`config.mk`:
```
export PLATFORM = sky130hd
export DESIGN_NAME = ipr_bank
export DESIGN_NICKNAME = d
export VERILOG_FILES = /design/src/logic/ipr_pkg.sv /design/src/logic/ipr_bank.sv
export VERILOG_INCLUDE_DIRS = /design/src /design/src/logic
export SDC_FILE = /design/constraint.sdc
export NUM_CORES = 1
export LEC_CHECK = 0
export BUFFER_PORTS_ARGS = -buffer_cell sky130_fd_sc_hd__buf_2
export CAP_MARGIN = 40
export CORE_MARGIN = 8
export CORE_UTILIZATION = 51
export CTS_CLUSTER_DIAMETER = 30
export DETAILED_ROUTE_END_ITERATION = 16
export HOLD_SLACK_MARGIN = 0.06
export PLACE_DENSITY = 0.86
export SLEW_MARGIN = 15
export SYNTH_ARGS = -nofsm -noshare
export SYNTH_HDL_FRONTEND = slang
export SYNTH_SLANG_ARGS = --single-unit
```
`constraint.sdc`:
```
create_clock -name sys_clk -period 3.2 [get_ports sys_clk]
set_clock_uncertainty 0.05 [all_clocks]
set_input_delay 0.32 -clock sys_clk [delete_from_list [all_inputs] [get_ports sys_clk]]
set_output_delay 0.32 -clock sys_clk [all_outputs]
set_load 0.005 [all_outputs]
```
`src/logic/ipr_map.svh`:
```
// Register offsets, field positions and reset values of the priority bank
`ifndef IPR_MAP_SVH
`define IPR_MAP_SVH
`define IPR_OFF_LOW_VOLTAGE 4'h0
`define IPR_OFF_TIME_MEASURE 4'h1
`define IPR_OFF_UART3_GROUP 4'h2
`define IPR_OFF_UART4ERR_USB_I2C3 4'h3
`define IPR_OFF_SPI3_UART4 4'h4
`define IPR_OFF_CAPTURE9_COMPARE9 4'h5
`define IPR_POS_HI 12
`define IPR_POS_MH 8
`define IPR_POS_ML 4
`define IPR_POS_LO 0
`define IPR_FIELD_RESET 3'h4
`define IPR_LEVEL_OFF 3'h0
`define IPR_LEVEL_MAX 3'h7
`endif

```
`src/logic/ipr_pkg.sv`:
```
// Types shared by the priority bank
package ipr_pkg;
    typedef logic [2:0] ipr_level_type;
    typedef struct packed {
        ipr_level_type low_voltage_detect_prio;
        ipr_level_type time_measure_unit_prio;
        ipr_level_type uart3_transmit_prio;
        ipr_level_type uart3_receive_prio;
        ipr_level_type uart3_error_prio;
        ipr_level_type uart4_error_prio;
        ipr_level_type usb_otg_prio;
        ipr_level_type i2c3_master_event_prio;
        ipr_level_type i2c3_slave_event_prio;
        ipr_level_type spi3_event_prio;
        ipr_level_type spi3_fault_prio;
        ipr_level_type uart4_transmit_prio;
        ipr_level_type uart4_receive_prio;
        ipr_level_type capture_ch9_prio;
        ipr_level_type compare_ch9_prio;
    } ipr_prio_type;
    typedef struct packed {
        logic [14:0] pending;
    } ipr_flags_type;
endpackage

```
`src/logic/ipr_bank.sv`:
```
// Interrupt priority registers 18 to 23 with per-source request gating
//
// How it works
// - Field code 111 gives its source level 7, the highest user level.
// - Code 001 gives level 1; codes between give matching levels.
// - Code 000 disables its source; no request reaches arbitration.
// - Bits without a priority field read back as zero.
// - Fields are read/write; reset value is 100 in each field.
// - Register 18: low-voltage detect priority in bits 2-0.
// - Register 19: time measurement unit priority in bits 6-4.
// - Register 20: UART3 transmit 14-12, receive 10-8, error 6-4.
// - Register 21: UART4 error 14-12, USB OTG 10-8.
// - Register 21: I2C3 master event 6-4, slave event 2-0.
// - Register 22: SPI3 event 14-12, SPI3 fault 10-8.
// - Register 22: UART4 transmit 6-4, UART4 receive 2-0.
// - Register 23: capture ch9 6-4, compare ch9 2-0; rest unimplemented.
// - After reset every covered source sits at level 4.
//
// The plain strobed port and the register offsets were left to the implementer.
`timescale 1ns/1ps
`include "ipr_map.svh"
module ipr_bank (
    input wire logic sys_clk,
    input wire logic sys_rst,
    input wire logic [3:0] reg_addr,
    input wire logic [15:0] reg_wdata,
    input wire logic reg_write,
    input wire logic reg_read,
    output logic [15:0] reg_rdata,
    input wire ipr_pkg::ipr_flags_type src_flags,
    output ipr_pkg::ipr_prio_type prio_out,
    output logic [14:0] src_request
);
    import ipr_pkg::*;

    ipr_prio_type prio_q;
    logic [15:0] rdata_q;
    logic [15:0] rd_mux;

    function automatic logic [15:0] put(input ipr_level_type f,
                                        input int pos);
        put = 16'(f) << pos;
    endfunction

    function automatic ipr_level_type get(input logic [15:0] w,
                                          input int pos);
        get = ipr_level_type'(w >> pos);
    endfunction

    // Field storage; only the field bits exist, so stray bits are lost
    always_ff @(posedge sys_clk)
    begin
        if (sys_rst)
        begin
            prio_q <= {15{`IPR_FIELD_RESET}};
        end
        else if (reg_write)
        begin
            case (reg_addr)
                `IPR_OFF_LOW_VOLTAGE:
                begin
                    prio_q.low_voltage_detect_prio <=
                        get(reg_wdata, `IPR_POS_LO);
                end
                `IPR_OFF_TIME_MEASURE:
                begin
                    prio_q.time_measure_unit_prio <=
                        get(reg_wdata, `IPR_POS_ML);
                end
                `IPR_OFF_UART3_GROUP:
                begin
                    prio_q.uart3_transmit_prio <= get(reg_wdata, `IPR_POS_HI);
                    prio_q.uart3_receive_prio <= get(reg_wdata, `IPR_POS_MH);
                    prio_q.uart3_error_prio <= get(reg_wdata, `IPR_POS_ML);
                end
                `IPR_OFF_UART4ERR_USB_I2C3:
                begin
                    prio_q.uart4_error_prio <= get(reg_wdata, `IPR_POS_HI);
                    prio_q.usb_otg_prio <= get(reg_wdata, `IPR_POS_MH);
                    prio_q.i2c3_master_event_prio <=
                        get(reg_wdata, `IPR_POS_ML);
                    prio_q.i2c3_slave_event_prio <=
                        get(reg_wdata, `IPR_POS_LO);
                end
                `IPR_OFF_SPI3_UART4:
                begin
                    prio_q.spi3_event_prio <= get(reg_wdata, `IPR_POS_HI);
                    prio_q.spi3_fault_prio <= get(reg_wdata, `IPR_POS_MH);
                    prio_q.uart4_transmit_prio <= get(reg_wdata, `IPR_POS_ML);
                    prio_q.uart4_receive_prio <= get(reg_wdata, `IPR_POS_LO);
                end
                `IPR_OFF_CAPTURE9_COMPARE9:
                begin
                    prio_q.capture_ch9_prio <= get(reg_wdata, `IPR_POS_ML);
                    prio_q.compare_ch9_prio <= get(reg_wdata, `IPR_POS_LO);
                end
                default:
                begin
                    prio_q <= prio_q;
                end
            endcase
        end
    end

    // Read view; unimplemented bits and unmapped offsets give zero
    always_comb
    begin
        rd_mux = 16'h0000;
        case (reg_addr)
            `IPR_OFF_LOW_VOLTAGE:
                rd_mux = put(prio_q.low_voltage_detect_prio, `IPR_POS_LO);
            `IPR_OFF_TIME_MEASURE:
                rd_mux = put(prio_q.time_measure_unit_prio, `IPR_POS_ML);
            `IPR_OFF_UART3_GROUP:
                rd_mux = put(prio_q.uart3_transmit_prio, `IPR_POS_HI)
                    | put(prio_q.uart3_receive_prio, `IPR_POS_MH)
                    | put(prio_q.uart3_error_prio, `IPR_POS_ML);
            `IPR_OFF_UART4ERR_USB_I2C3:
                rd_mux = put(prio_q.uart4_error_prio, `IPR_POS_HI)
                    | put(prio_q.usb_otg_prio, `IPR_POS_MH)
                    | put(prio_q.i2c3_master_event_prio, `IPR_POS_ML)
                    | put(prio_q.i2c3_slave_event_prio, `IPR_POS_LO);
            `IPR_OFF_SPI3_UART4:
                rd_mux = put(prio_q.spi3_event_prio, `IPR_POS_HI)
                    | put(prio_q.spi3_fault_prio, `IPR_POS_MH)
                    | put(prio_q.uart4_transmit_prio, `IPR_POS_ML)
                    | put(prio_q.uart4_receive_prio, `IPR_POS_LO);
            `IPR_OFF_CAPTURE9_COMPARE9:
                rd_mux = put(prio_q.capture_ch9_prio, `IPR_POS_ML)
                    | put(prio_q.compare_ch9_prio, `IPR_POS_LO);
            default:
                rd_mux = 16'h0000;
        endcase
    end

    // Data is held only in the cycle after the read strobe
    always_ff @(posedge sys_clk)
    begin
        if (sys_rst)
        begin
            rdata_q <= 16'h0000;
        end
        else if (reg_read)
        begin
            rdata_q <= rd_mux;
        end
        else
        begin
            rdata_q <= 16'h0000;
        end
    end

    assign reg_rdata = rdata_q;
    // Level passes through as its own code, 0..7; 0 marks a disabled source
    assign prio_out = prio_q;

    // Zero level masks the flag before arbitration sees it
    always_comb
    begin
        for (int i = 0; i < 15; i++)
        begin
            src_request[i] = src_flags.pending[i]
                && (prio_q[i*3 +: 3] != `IPR_LEVEL_OFF);
        end
    end

    property p_disabled_quiet;
        @(posedge sys_clk) disable iff (sys_rst)
        (prio_q.compare_ch9_prio == `IPR_LEVEL_OFF) |-> !src_request[0];
    endproperty
    a_disabled_quiet: assert property (p_disabled_quiet)
        else $error("disabled source still requests");

    property p_enabled_passes;
        @(posedge sys_clk) disable iff (sys_rst)
        (prio_q.low_voltage_detect_prio != `IPR_LEVEL_OFF)
            |-> (src_request[14] == src_flags.pending[14]);
    endproperty
    a_enabled_passes: assert property (p_enabled_passes)
        else $error("enabled source request lost");

    property p_reset_level;
        @(posedge sys_clk)
        $past(sys_rst) |-> (prio_q == {15{`IPR_FIELD_RESET}});
    endproperty
    a_reset_level: assert property (p_reset_level)
        else $error("fields not at level 4 after reset");

    property p_max_level;
        @(posedge sys_clk) disable iff (sys_rst)
        (reg_write && reg_addr == `IPR_OFF_LOW_VOLTAGE
            && reg_wdata[2:0] == `IPR_LEVEL_MAX)
            |=> (prio_out.low_voltage_detect_prio == `IPR_LEVEL_MAX);
    endproperty
    a_max_level: assert property (p_max_level)
        else $error("code 111 did not give level 7");

    property p_reg18_unimpl;
        @(posedge sys_clk) disable iff (sys_rst)
        (reg_read && reg_addr == `IPR_OFF_LOW_VOLTAGE)
            |=> (reg_rdata[15:3] == 13'h0000);
    endproperty
    a_reg18_unimpl: assert property (p_reg18_unimpl)
        else $error("unimplemented bits read nonzero");

    property p_reg23_unimpl;
        @(posedge sys_clk) disable iff (sys_rst)
        (reg_read && reg_addr == `IPR_OFF_CAPTURE9_COMPARE9)
            |=> (reg_rdata[15:7] == 9'h000 && !reg_rdata[3]);
    endproperty
    a_reg23_unimpl: assert property (p_reg23_unimpl)
        else $error("register 23 reserved bits nonzero");

    property p_readback;
        @(posedge sys_clk) disable iff (sys_rst)
        (reg_write && reg_addr == `IPR_OFF_UART3_GROUP)
            ##1 (reg_read && reg_addr == `IPR_OFF_UART3_GROUP
                && !reg_write)
            |=> (reg_rdata == ($past(reg_wdata, 2) & 16'h7770));
    endproperty
    a_readback: assert property (p_readback)
        else $error("register 20 read back wrong");

    property p_rdata_idle;
        @(posedge sys_clk) disable iff (sys_rst)
        !reg_read |=> (reg_rdata == 16'h0000);
    endproperty
    a_rdata_idle: assert property (p_rdata_idle)
        else $error("read data outside read cycle");

    property p_usb_field;
        @(posedge sys_clk) disable iff (sys_rst)
        (reg_write && reg_addr == `IPR_OFF_UART4ERR_USB_I2C3)
            |=> (prio_out.usb_otg_prio == $past(reg_wdata[10:8]));
    endproperty
    a_usb_field: assert property (p_usb_field)
        else $error("usb field misplaced");

    property p_min_level;
        @(posedge sys_clk) disable iff (sys_rst)
        (reg_write && reg_addr == `IPR_OFF_CAPTURE9_COMPARE9
            && reg_wdata[2:0] == 3'h1)
            |=> (prio_out.compare_ch9_prio == 3'h1);
    endproperty
    a_min_level: assert property (p_min_level)
        else $error("code 001 did not give level 1");

    property p_time_field;
        @(posedge sys_clk) disable iff (sys_rst)
        (reg_write && reg_addr == `IPR_OFF_TIME_MEASURE)
            |=> (prio_out.time_measure_unit_prio == $past(reg_wdata[6:4]));
    endproperty
    a_time_field: assert property (p_time_field)
        else $error("time measure field misplaced");

    property p_uart3_fields;
        @(posedge sys_clk) disable iff (sys_rst)
        (reg_write && reg_addr == `IPR_OFF_UART3_GROUP)
            |=> (prio_out.uart3_transmit_prio == $past(reg_wdata[14:12])
                && prio_out.uart3_receive_prio == $past(reg_wdata[10:8])
                && prio_out.uart3_error_prio == $past(reg_wdata[6:4]));
    endproperty
    a_uart3_fields: assert property (p_uart3_fields)
        else $error("uart3 fields misplaced");

    property p_uart4err_field;
        @(posedge sys_clk) disable iff (sys_rst)
        (reg_write && reg_addr == `IPR_OFF_UART4ERR_USB_I2C3)
            |=> (prio_out.uart4_error_prio == $past(reg_wdata[14:12]));
    endproperty
    a_uart4err_field: assert property (p_uart4err_field)
        else $error("uart4 error field misplaced");

    property p_i2c3_fields;
        @(posedge sys_clk) disable iff (sys_rst)
        (reg_write && reg_addr == `IPR_OFF_UART4ERR_USB_I2C3)
            |=> (prio_out.i2c3_master_event_prio == $past(reg_wdata[6:4])
                && prio_out.i2c3_slave_event_prio == $past(reg_wdata[2:0]));
    endproperty
    a_i2c3_fields: assert property (p_i2c3_fields)
        else $error("i2c3 fields misplaced");

    property p_spi3_fields;
        @(posedge sys_clk) disable iff (sys_rst)
        (reg_write && reg_addr == `IPR_OFF_SPI3_UART4)
            |=> (prio_out.spi3_event_prio == $past(reg_wdata[14:12])
                && prio_out.spi3_fault_prio == $past(reg_wdata[10:8]));
    endproperty
    a_spi3_fields: assert property (p_spi3_fields)
        else $error("spi3 fields misplaced");

    property p_uart4_fields;
        @(posedge sys_clk) disable iff (sys_rst)
        (reg_write && reg_addr == `IPR_OFF_SPI3_UART4)
            |=> (prio_out.uart4_transmit_prio == $past(reg_wdata[6:4])
                && prio_out.uart4_receive_prio == $past(reg_wdata[2:0]));
    endproperty
    a_uart4_fields: assert property (p_uart4_fields)
        else $error("uart4 fields misplaced");

    property p_capture_fields;
        @(posedge sys_clk) disable iff (sys_rst)
        (reg_write && reg_addr == `IPR_OFF_CAPTURE9_COMPARE9)
            |=> (prio_out.capture_ch9_prio == $past(reg_wdata[6:4])
                && prio_out.compare_ch9_prio == $past(reg_wdata[2:0]));
    endproperty
    a_capture_fields: assert property (p_capture_fields)
        else $error("channel 9 fields misplaced");

    property p_unmapped_write;
        @(posedge sys_clk) disable iff (sys_rst)
        (reg_write && reg_addr > `IPR_OFF_CAPTURE9_COMPARE9)
            |=> $stable(prio_q);
    endproperty
    a_unmapped_write: assert property (p_unmapped_write)
        else $error("write to unmapped offset changed a field");

    property p_reg19_unimpl;
        @(posedge sys_clk) disable iff (sys_rst)
        (reg_read && reg_addr == `IPR_OFF_TIME_MEASURE)
            |=> (reg_rdata[15:7] == 9'h000 && reg_rdata[3:0] == 4'h0);
    endproperty
    a_reg19_unimpl: assert property (p_reg19_unimpl)
        else $error("register 19 reserved bits nonzero");

    property p_gap_bits;
        @(posedge sys_clk) disable iff (sys_rst)
        (reg_read && reg_addr >= `IPR_OFF_UART3_GROUP
            && reg_addr <= `IPR_OFF_SPI3_UART4)
            |=> (!reg_rdata[15] && !reg_rdata[11] && !reg_rdata[7]);
    endproperty
    a_gap_bits: assert property (p_gap_bits)
        else $error("gap bits between fields read nonzero");

    property p_reg20_low;
        @(posedge sys_clk) disable iff (sys_rst)
        (reg_read && reg_addr == `IPR_OFF_UART3_GROUP)
            |=> (reg_rdata[3:0] == 4'h0);
    endproperty
    a_reg20_low: assert property (p_reg20_low)
        else $error("register 20 low bits nonzero");

    property p_unmapped_read;
        @(posedge sys_clk) disable iff (sys_rst)
        (reg_read && reg_addr > `IPR_OFF_CAPTURE9_COMPARE9)
            |=> (reg_rdata == 16'h0000);
    endproperty
    a_unmapped_read: assert property (p_unmapped_read)
        else $error("unmapped offset read nonzero");

    property p_lvd_quiet;
        @(posedge sys_clk) disable iff (sys_rst)
        (prio_q.low_voltage_detect_prio == `IPR_LEVEL_OFF)
            |-> !src_request[14];
    endproperty
    a_lvd_quiet: assert property (p_lvd_quiet)
        else $error("disabled low-voltage source still requests");
endmodule

```
==> results of run 1 <==
registers in the layout (all words and copies together) (netlist names):
name and flops:
prio_out 45, reg_rdata 12
area by class of cell:
type / instances / area [um^2]
Tap cell: 70 / 87.58
Timing Repair Buffer: 108 / 545.5
Clock inverter: 2 / 60.06
Fill cell: 444 / 1705
Clock buffer: 13 / 168.9
Multi-Input combinational cell: 231 / 1431
Sequential cell: 57 / 1141
metrics by stage:
step	cells	area (um^2)
detailed placement	466	3206
global placement	466	3206
floorplan	320	2756
finish	481	3435
CTS	481	3435
global route	481	3435
power by group through the flow:
| stage | Combinational, mW | Clock, mW | Sequential (mW) |
|---|---|---|---|
| final | 0.161 | 0.781 | 0.730 |
| after detailed placement | 0.157 | 0 | 0.746 |
| after CTS | 0.158 | 0.784 | 0.730 |
| after global routing | 0.175 | 0.816 | 0.731 |
| after global placement | 0.154 | 0 | 0.745 |
| after floorplan | 0.0996 | 0 | 0.744 |
per-layer routing:
layer | vias to the layer above | global-route usage, % | share of wire [%]
li1 | 1343 | - | -
met1 | 1378 | 27.90 | 41
met2 | 153 | 36.09 | 49
met3 | 16 | 5.790 | 8.3
met4 | 0 | 9.366 | 1.7
met5 | - | 0 | 0
kinds of logic (layout without fill, tap and decap cells):
| kind of cell | after synthesis | after routing | share of synthesized area, % |
|---|---|---|---|
| AO/OA/AOI/OAI | 110 | 110 | 24.52 |
| buffers and inverters | 32 | 123 | 6.700 |
| multiplexers | 10 | 10 | 3.692 |
| AND/OR/NAND/NOR | 107 | 107 | 23.38 |
| flip-flops | 57 | 57 | 41.57 |
| other | 1 | 4 | 0.1366 |
worst register-to-register path, stage by stage, from the launching register on:
cell,delay (ns)
dfxtp_1,0.39
or3b_1,0.36
a21o_1,0.18
a21oi_1,0.12
placed cells by master, fill, tap and decap left out, types with 2 or more instances in the layout:
cell type	count
nand3b_1	5
a2bb2oi_1	2
dfxtp_1	57
conb_1	4
bufinv_16	2
nand2_1	11
clkbuf_8	12
o21ai_1	28
mux2i_1	9
nor2_1	5
nand2b_1	4
or3_1	7
a211o_1	14
buf_2	106
a31oi_1	3
nor2b_1	3
and3b_1	13
or3b_1	2
and3_1	13
o31a_1	15
o21ai_0	10
nand3_1	37
buf_4	2
a21oi_1	37
path summary, 6_finish.rpt:
| kind | start | end | slack [ns] | depth (start not counted) |
|---|---|---|---|---|
| worst min register to register | prio_out[7] | prio_out[7] | 0.47 | 2 |
| worst min-delay path | reg_wdata[12] | prio_out[27] | 0.20 | 3 |
| worst max register to register | prio_out[43] | reg_rdata[1] | 2.02 | 3 |
| worst max-delay path | reg_addr[2] | prio_out[26] | 1.40 | 4 |
==> results.txt, run 1 <==
Most common cell in the synthesized netlist = dfxtp_1
Slowest stage delay, CP = 0.72 ns
IO Pins = 115
Number of port buffers = 106
VDD IR max = 0.3151 mV
H-tree levels = 3
WS Path Type = primary input to flop
Hold crit path type = primary input to flop
RePlAce Congestion = 0.8586
Vias = 2890
Sequential Power Share = 43.7%
Core Area = 0.005140 mm^2
# setup viols final = 0
Min Tclk post-route = 1.801 ns
Initial Utilization = 53.41%
Power density over cell area = 487.1 mW/mm^2
Number of DRC violations after detailed-routing iteration 0 = 363
Overall power = 1.673 mW
Slew HR = 45.44%
Largest delay share family, worst path = simple AND/OR/NAND/NOR gates
Area fraction of the dominant cell type after synthesis = 41.57%
DP HPWL = 6201 um
Die H = 89.37 um
Gate power share = 9.6%
Synth area leader = dfxtp_1
Seq/Total Area, Yosys = 41.57%
Syn avg cell area = 8.660 um^2
Hold buffers post-CTS = 0
Fmax = 555.2 MHz
Hold Worst Slack = 0.1999 ns
Nets = 446
Clock power share = 46.7%
Crit path DAT = 1.98 ns
Final Util = 66.82%
Yosys cell types = 34
# Max-Cap Violations = 0
Tot GR Track Use = 22.52%
Pre-CTS setup slack = 1.115 ns
Number of synthesized flops with an enable pin = 0
Sw frac = 23.43%
Top cells by area, synth = dfxtp_1 (42%), a21oi_1 (6.7%), nand3_1 (6.7%)
Post-synth ARST share = 0%
Layout cells sized above 1 = 30.17%
Postcts setup bufs = 0
Die width = 89.37 um
Critical path buffer and inverter count = 1
Total gr overflow = 0
Main flop type after synthesis = dfxtp_1
Clock Sinks = 57
DRC Markers = 0
Resized cells post-CTS = 0
Setup TNS = 0 ns
Sw Pwr = 0.3920 mW
Vias in the first global route = 2673
Worst skew pair latency = 0.34 ns
DR WL/cell = 18.71 um
CTS tree = done
Critical Path, Cell by Cell = buf_2 -> nor3b_2 -> nand2_1 -> a211o_1
Synth warn = 0
Clock buffer depth = 2
Unrepaired setup endpoints after global routing = no
Worst Tran Pin Value = 0.8148 ns
Status = finished clean
Routed wire length = 9001 um
Post-DR vias/cell = 6.008
Mapped Cells = 317
# diodes = 0
Period utilisation layout = 56.28%
Final setup margin = 1.399 ns
Area grow syn2layout = 25.11%
Critical-path maximum fanout = 28
DIE AREA = 0.007986 mm^2
P_int = 1.281 mW
Startpoint types = primary input
Mapped Area = 0.002745 mm^2
Pre-antenna DRT Iters = 5
#FFs+latches synth = 57
Routed Antenna Nets = 0
TritonCTS buffer count = 9
Root Driver = clkbuf_8
First-pass GRT wire length = 13650 um
Final Max Slew Viols = 0
LEAKAGE = 1.497 nW
Endpoints failing hold = 0
WP data required = 3.37 ns
Slowest CP cell = nor3b_2
Row Count = 26
Clock transition at the registers of the reported paths = 0.06 ns
Top cells by count, synth = dfxtp_1 (57), a21oi_1 (37), nand3_1 (37)
Initial antenna violation count = 0
Crit end category = flop
Largest net degree at the start of global routing = 47
Power figures use the tool's default switching activity.
==> run 2, diff against run 1 <==
- CORE_UTILIZATION: 51 -> 43
- PLACE_DENSITY: 0.86 -> 0.78
- clock period: 3.2 -> 1.56 ns (I/O delays scaled with it)
==> run 2 against run 1 <==
Against the previous run: worst hold slack got worse by 0.13 ns; worst setup slack worse by 1.2 ns; sequential cell count stayed put; clock power rose by 59%; sequential power increased by 110%; critical path depth shrank 2; count of clock-buffer cells in the layout is 1 lower; first-iteration DRC count decreased by 41%; utilization decreased by 9.4 points; wire length decreased by 0.60%; total power is 86% higher; cell area up 5.0%.
==> results.txt, run 2 (synthesized netlist as in run 1, its figures left out) <==
Critical Path, Cell by Cell = o31a_1 -> buf_2
Postcts setup bufs = 0 (unchanged)
Layout cells sized above 1 = 33.18% (+3.0 points)
DRC Markers = 0 (unchanged)
# Max-Cap Violations = 0 (unchanged)
Largest delay share family, worst path = flip-flops
DIE AREA = 0.009197 mm^2 (+15%)
RePlAce Congestion = 0.8764 (+2.1%)
Clock transition at the registers of the reported paths = 0.06 ns (about the same)
Number of DRC violations after detailed-routing iteration 0 = 214 (-41%)
Hold path cells = 3 (unchanged)
VDD IR max = 0.4366 mV (+39%)
Most frequent cells in the layout = buf_2 (106), dfxtp_1 (57), nand3_1 (37), a21oi_1 (37), o21ai_1 (28)
R2r worst-path depth = 3 (unchanged)
Fmax = 744.4 MHz
Nets = 472 (+5.8%)
Initial antenna violation count = 0 (unchanged)
Crit end category = output pin
Vias = 2922 (+1.1%)
FF-to-FF End = reg_rdata[6]
Number of fill cells = 584 (+32%)
Post-DR vias/cell = 5.685 (-5.4%)
DP HPWL = 6672 um (+7.6%)
Min Tclk post-route = 1.343 ns
Setup TNS = 0 ns (unchanged)
Hold Path Sink = prio_out[18]
Clock buffer depth = 2 (unchanged)
IO Pins = 115 (unchanged)
Number of port buffers = 106 (unchanged)
Total gr overflow = 0 (unchanged)
Core Area = 0.006277 mm^2 (+22%)
Final Max Slew Viols = 0 (unchanged)
Max reg flops = 45 (unchanged)
Root Driver = clkbuf_8
Pre-antenna DRT Iters = 5 (unchanged)
Critical path buffer and inverter count = 1 (unchanged)
# diodes = 0 (unchanged)
TritonCTS buffer count = 9 (unchanged)
Die H = 95.90 um (+7.3%)
Routed Antenna Nets = 0 (unchanged)
Critical-path maximum fanout = 4 (-86%)
LEAKAGE = 1.602 nW (+7.0%)
WS Path Type = flop to output pin
Period utilisation layout = 86.11%
First-pass GRT wire length = 14070 um (+3.1%)
Startpoint types = flop
Worst R2R Setup Slack = 0.39 ns (-1.63 ns)
Worst Tran Pin Value = 0.4998 ns (-0.3150 ns)
Worst skew pair latency = 0.33 ns (about the same)
Area grow syn2layout = 31.31%
Hold crit path type = primary input to flop
Tot GR Track Use = 19.65% (-2.9 points)
Worst Hold Launch = reg_wdata[0]
Status = finished clean
Final Non-Filler Cells = 514 (+6.9%)
Slowest stage delay, CP = 0.37 ns (-0.35 ns)
Initial Utilization = 43.73% (-9.7 points)
Commonest non-fill, non-tap cell in the layout = buf_2
Vias in the first global route = 2828 (+5.8%)
Slew HR = 66.58% (+21 points)
Cells after DPL = 493 (+5.8%)
Die width = 95.90 um (+7.3%)
Row Count = 29 (+12%)
Largest net degree at the start of global routing = 46 (-2.1%)
DR WL/cell = 17.41 um (-7.0%)
Power density over cell area = 863.5 mW/mm^2 (+77%)
WP data required = 1.35 ns (-2.02 ns)
Slowest CP cell = dfxtp_1
Unrepaired setup endpoints after global routing = no
Routed wire length = 8947 um (-0.60%)
H-tree levels = 3 (unchanged)
# setup viols final = 0 (unchanged)
FF-to-FF Start = prio_out[23]
Clock Sinks = 57 (unchanged)
CTS tree = done
Crit path DAT = 1.14 ns (-0.84 ns)
Endpoints failing hold = 0 (unchanged)
==> run 2: cell types whose count changed in the layout (fill, tap and decap cells not counted) <==
cell           previous run  this run
clkinv_2                  0         3
buf_4                     2        22
bufinv_16                 2         0
clkbuf_1                  1         0
dlygate4sd3_1             0         6
==> run 2: power breakdown <==
part           switching [mW]  internal [mW]
Clock                   0.550          0.688
Combinational           0.207          0.168
Sequential             0.0227           1.48
Total                   0.780           2.33
==> run 2: per-stage QoR <==
stage	utilization (%)	hold WS, ns	power [mW]	setup WS (ns)	area, um^2
after floorplan	-	0.2510	1.730	0.3693	2756
after global placement	53.60	0.3871	1.881	0.1930	3364
after detailed placement	53.60	0.3949	1.888	0.1163	3364
after CTS	57.42	0.06001	3.127	0.2185	3605
after global routing	57.42	0.08078	3.240	0.1815	3605
final	57.42	0.07072	3.113	0.2167	3605
==> run 2: final cells by class <==
| class | instances | area (um^2) | area share, % |
|---|---|---|---|
| clock buffer | 12 | 165.2 | 4.582 |
| clock inverter | 3 | 15.01 | 0.4165 |
| multi-input combinational | 231 | 1431 | 39.71 |
| sequential | 57 | 1141 | 31.66 |
| tap | 77 | 96.34 | 2.673 |
| timing repair buffer | 134 | 755.7 | 20.96 |
==> run 2: per-layer routing <==
layer / track usage (%) / vias up / part of all wire [%]
li1: - / 1400 / -
met1: 24.39 / 1385 / 42
met2: 30.86 / 117 / 47
met3: 5.226 / 20 / 8.2
met4: 9.603 / 0 / 2.0
met5: 0 / - / 0
==> run 2: how the worst max path moves through the flow <==
stage          slack (ns)               to  cells after the start          from
2_1_floorplan        0.37     prio_out[18]                      5   reg_addr[2]
3_3_place_gp         0.19      prio_out[2]                      5   reg_addr[2]
3_5_place_dp         0.12     prio_out[23]                      4   reg_addr[1]
4_1_cts              0.22   src_request[1]                      2   prio_out[5]
5_1_grt              0.18  src_request[11]                      2  prio_out[35]
6_report             0.22  src_request[11]                      2  prio_out[35]
==> run 2: repair_timing <==
| item | 4_1_cts | 5_1_grt |
|---|---|---|
| hold buffers | 6 | 0 |
| gates resized for setup | 0 | 0 |
| endpoints found under the hold margin | 15 | 0 |
==> run 2: worst min-delay path, stage by stage <==
cell and delay, ns:
buf_2 0.13, nand3_1 0.07, a21oi_1 0.05
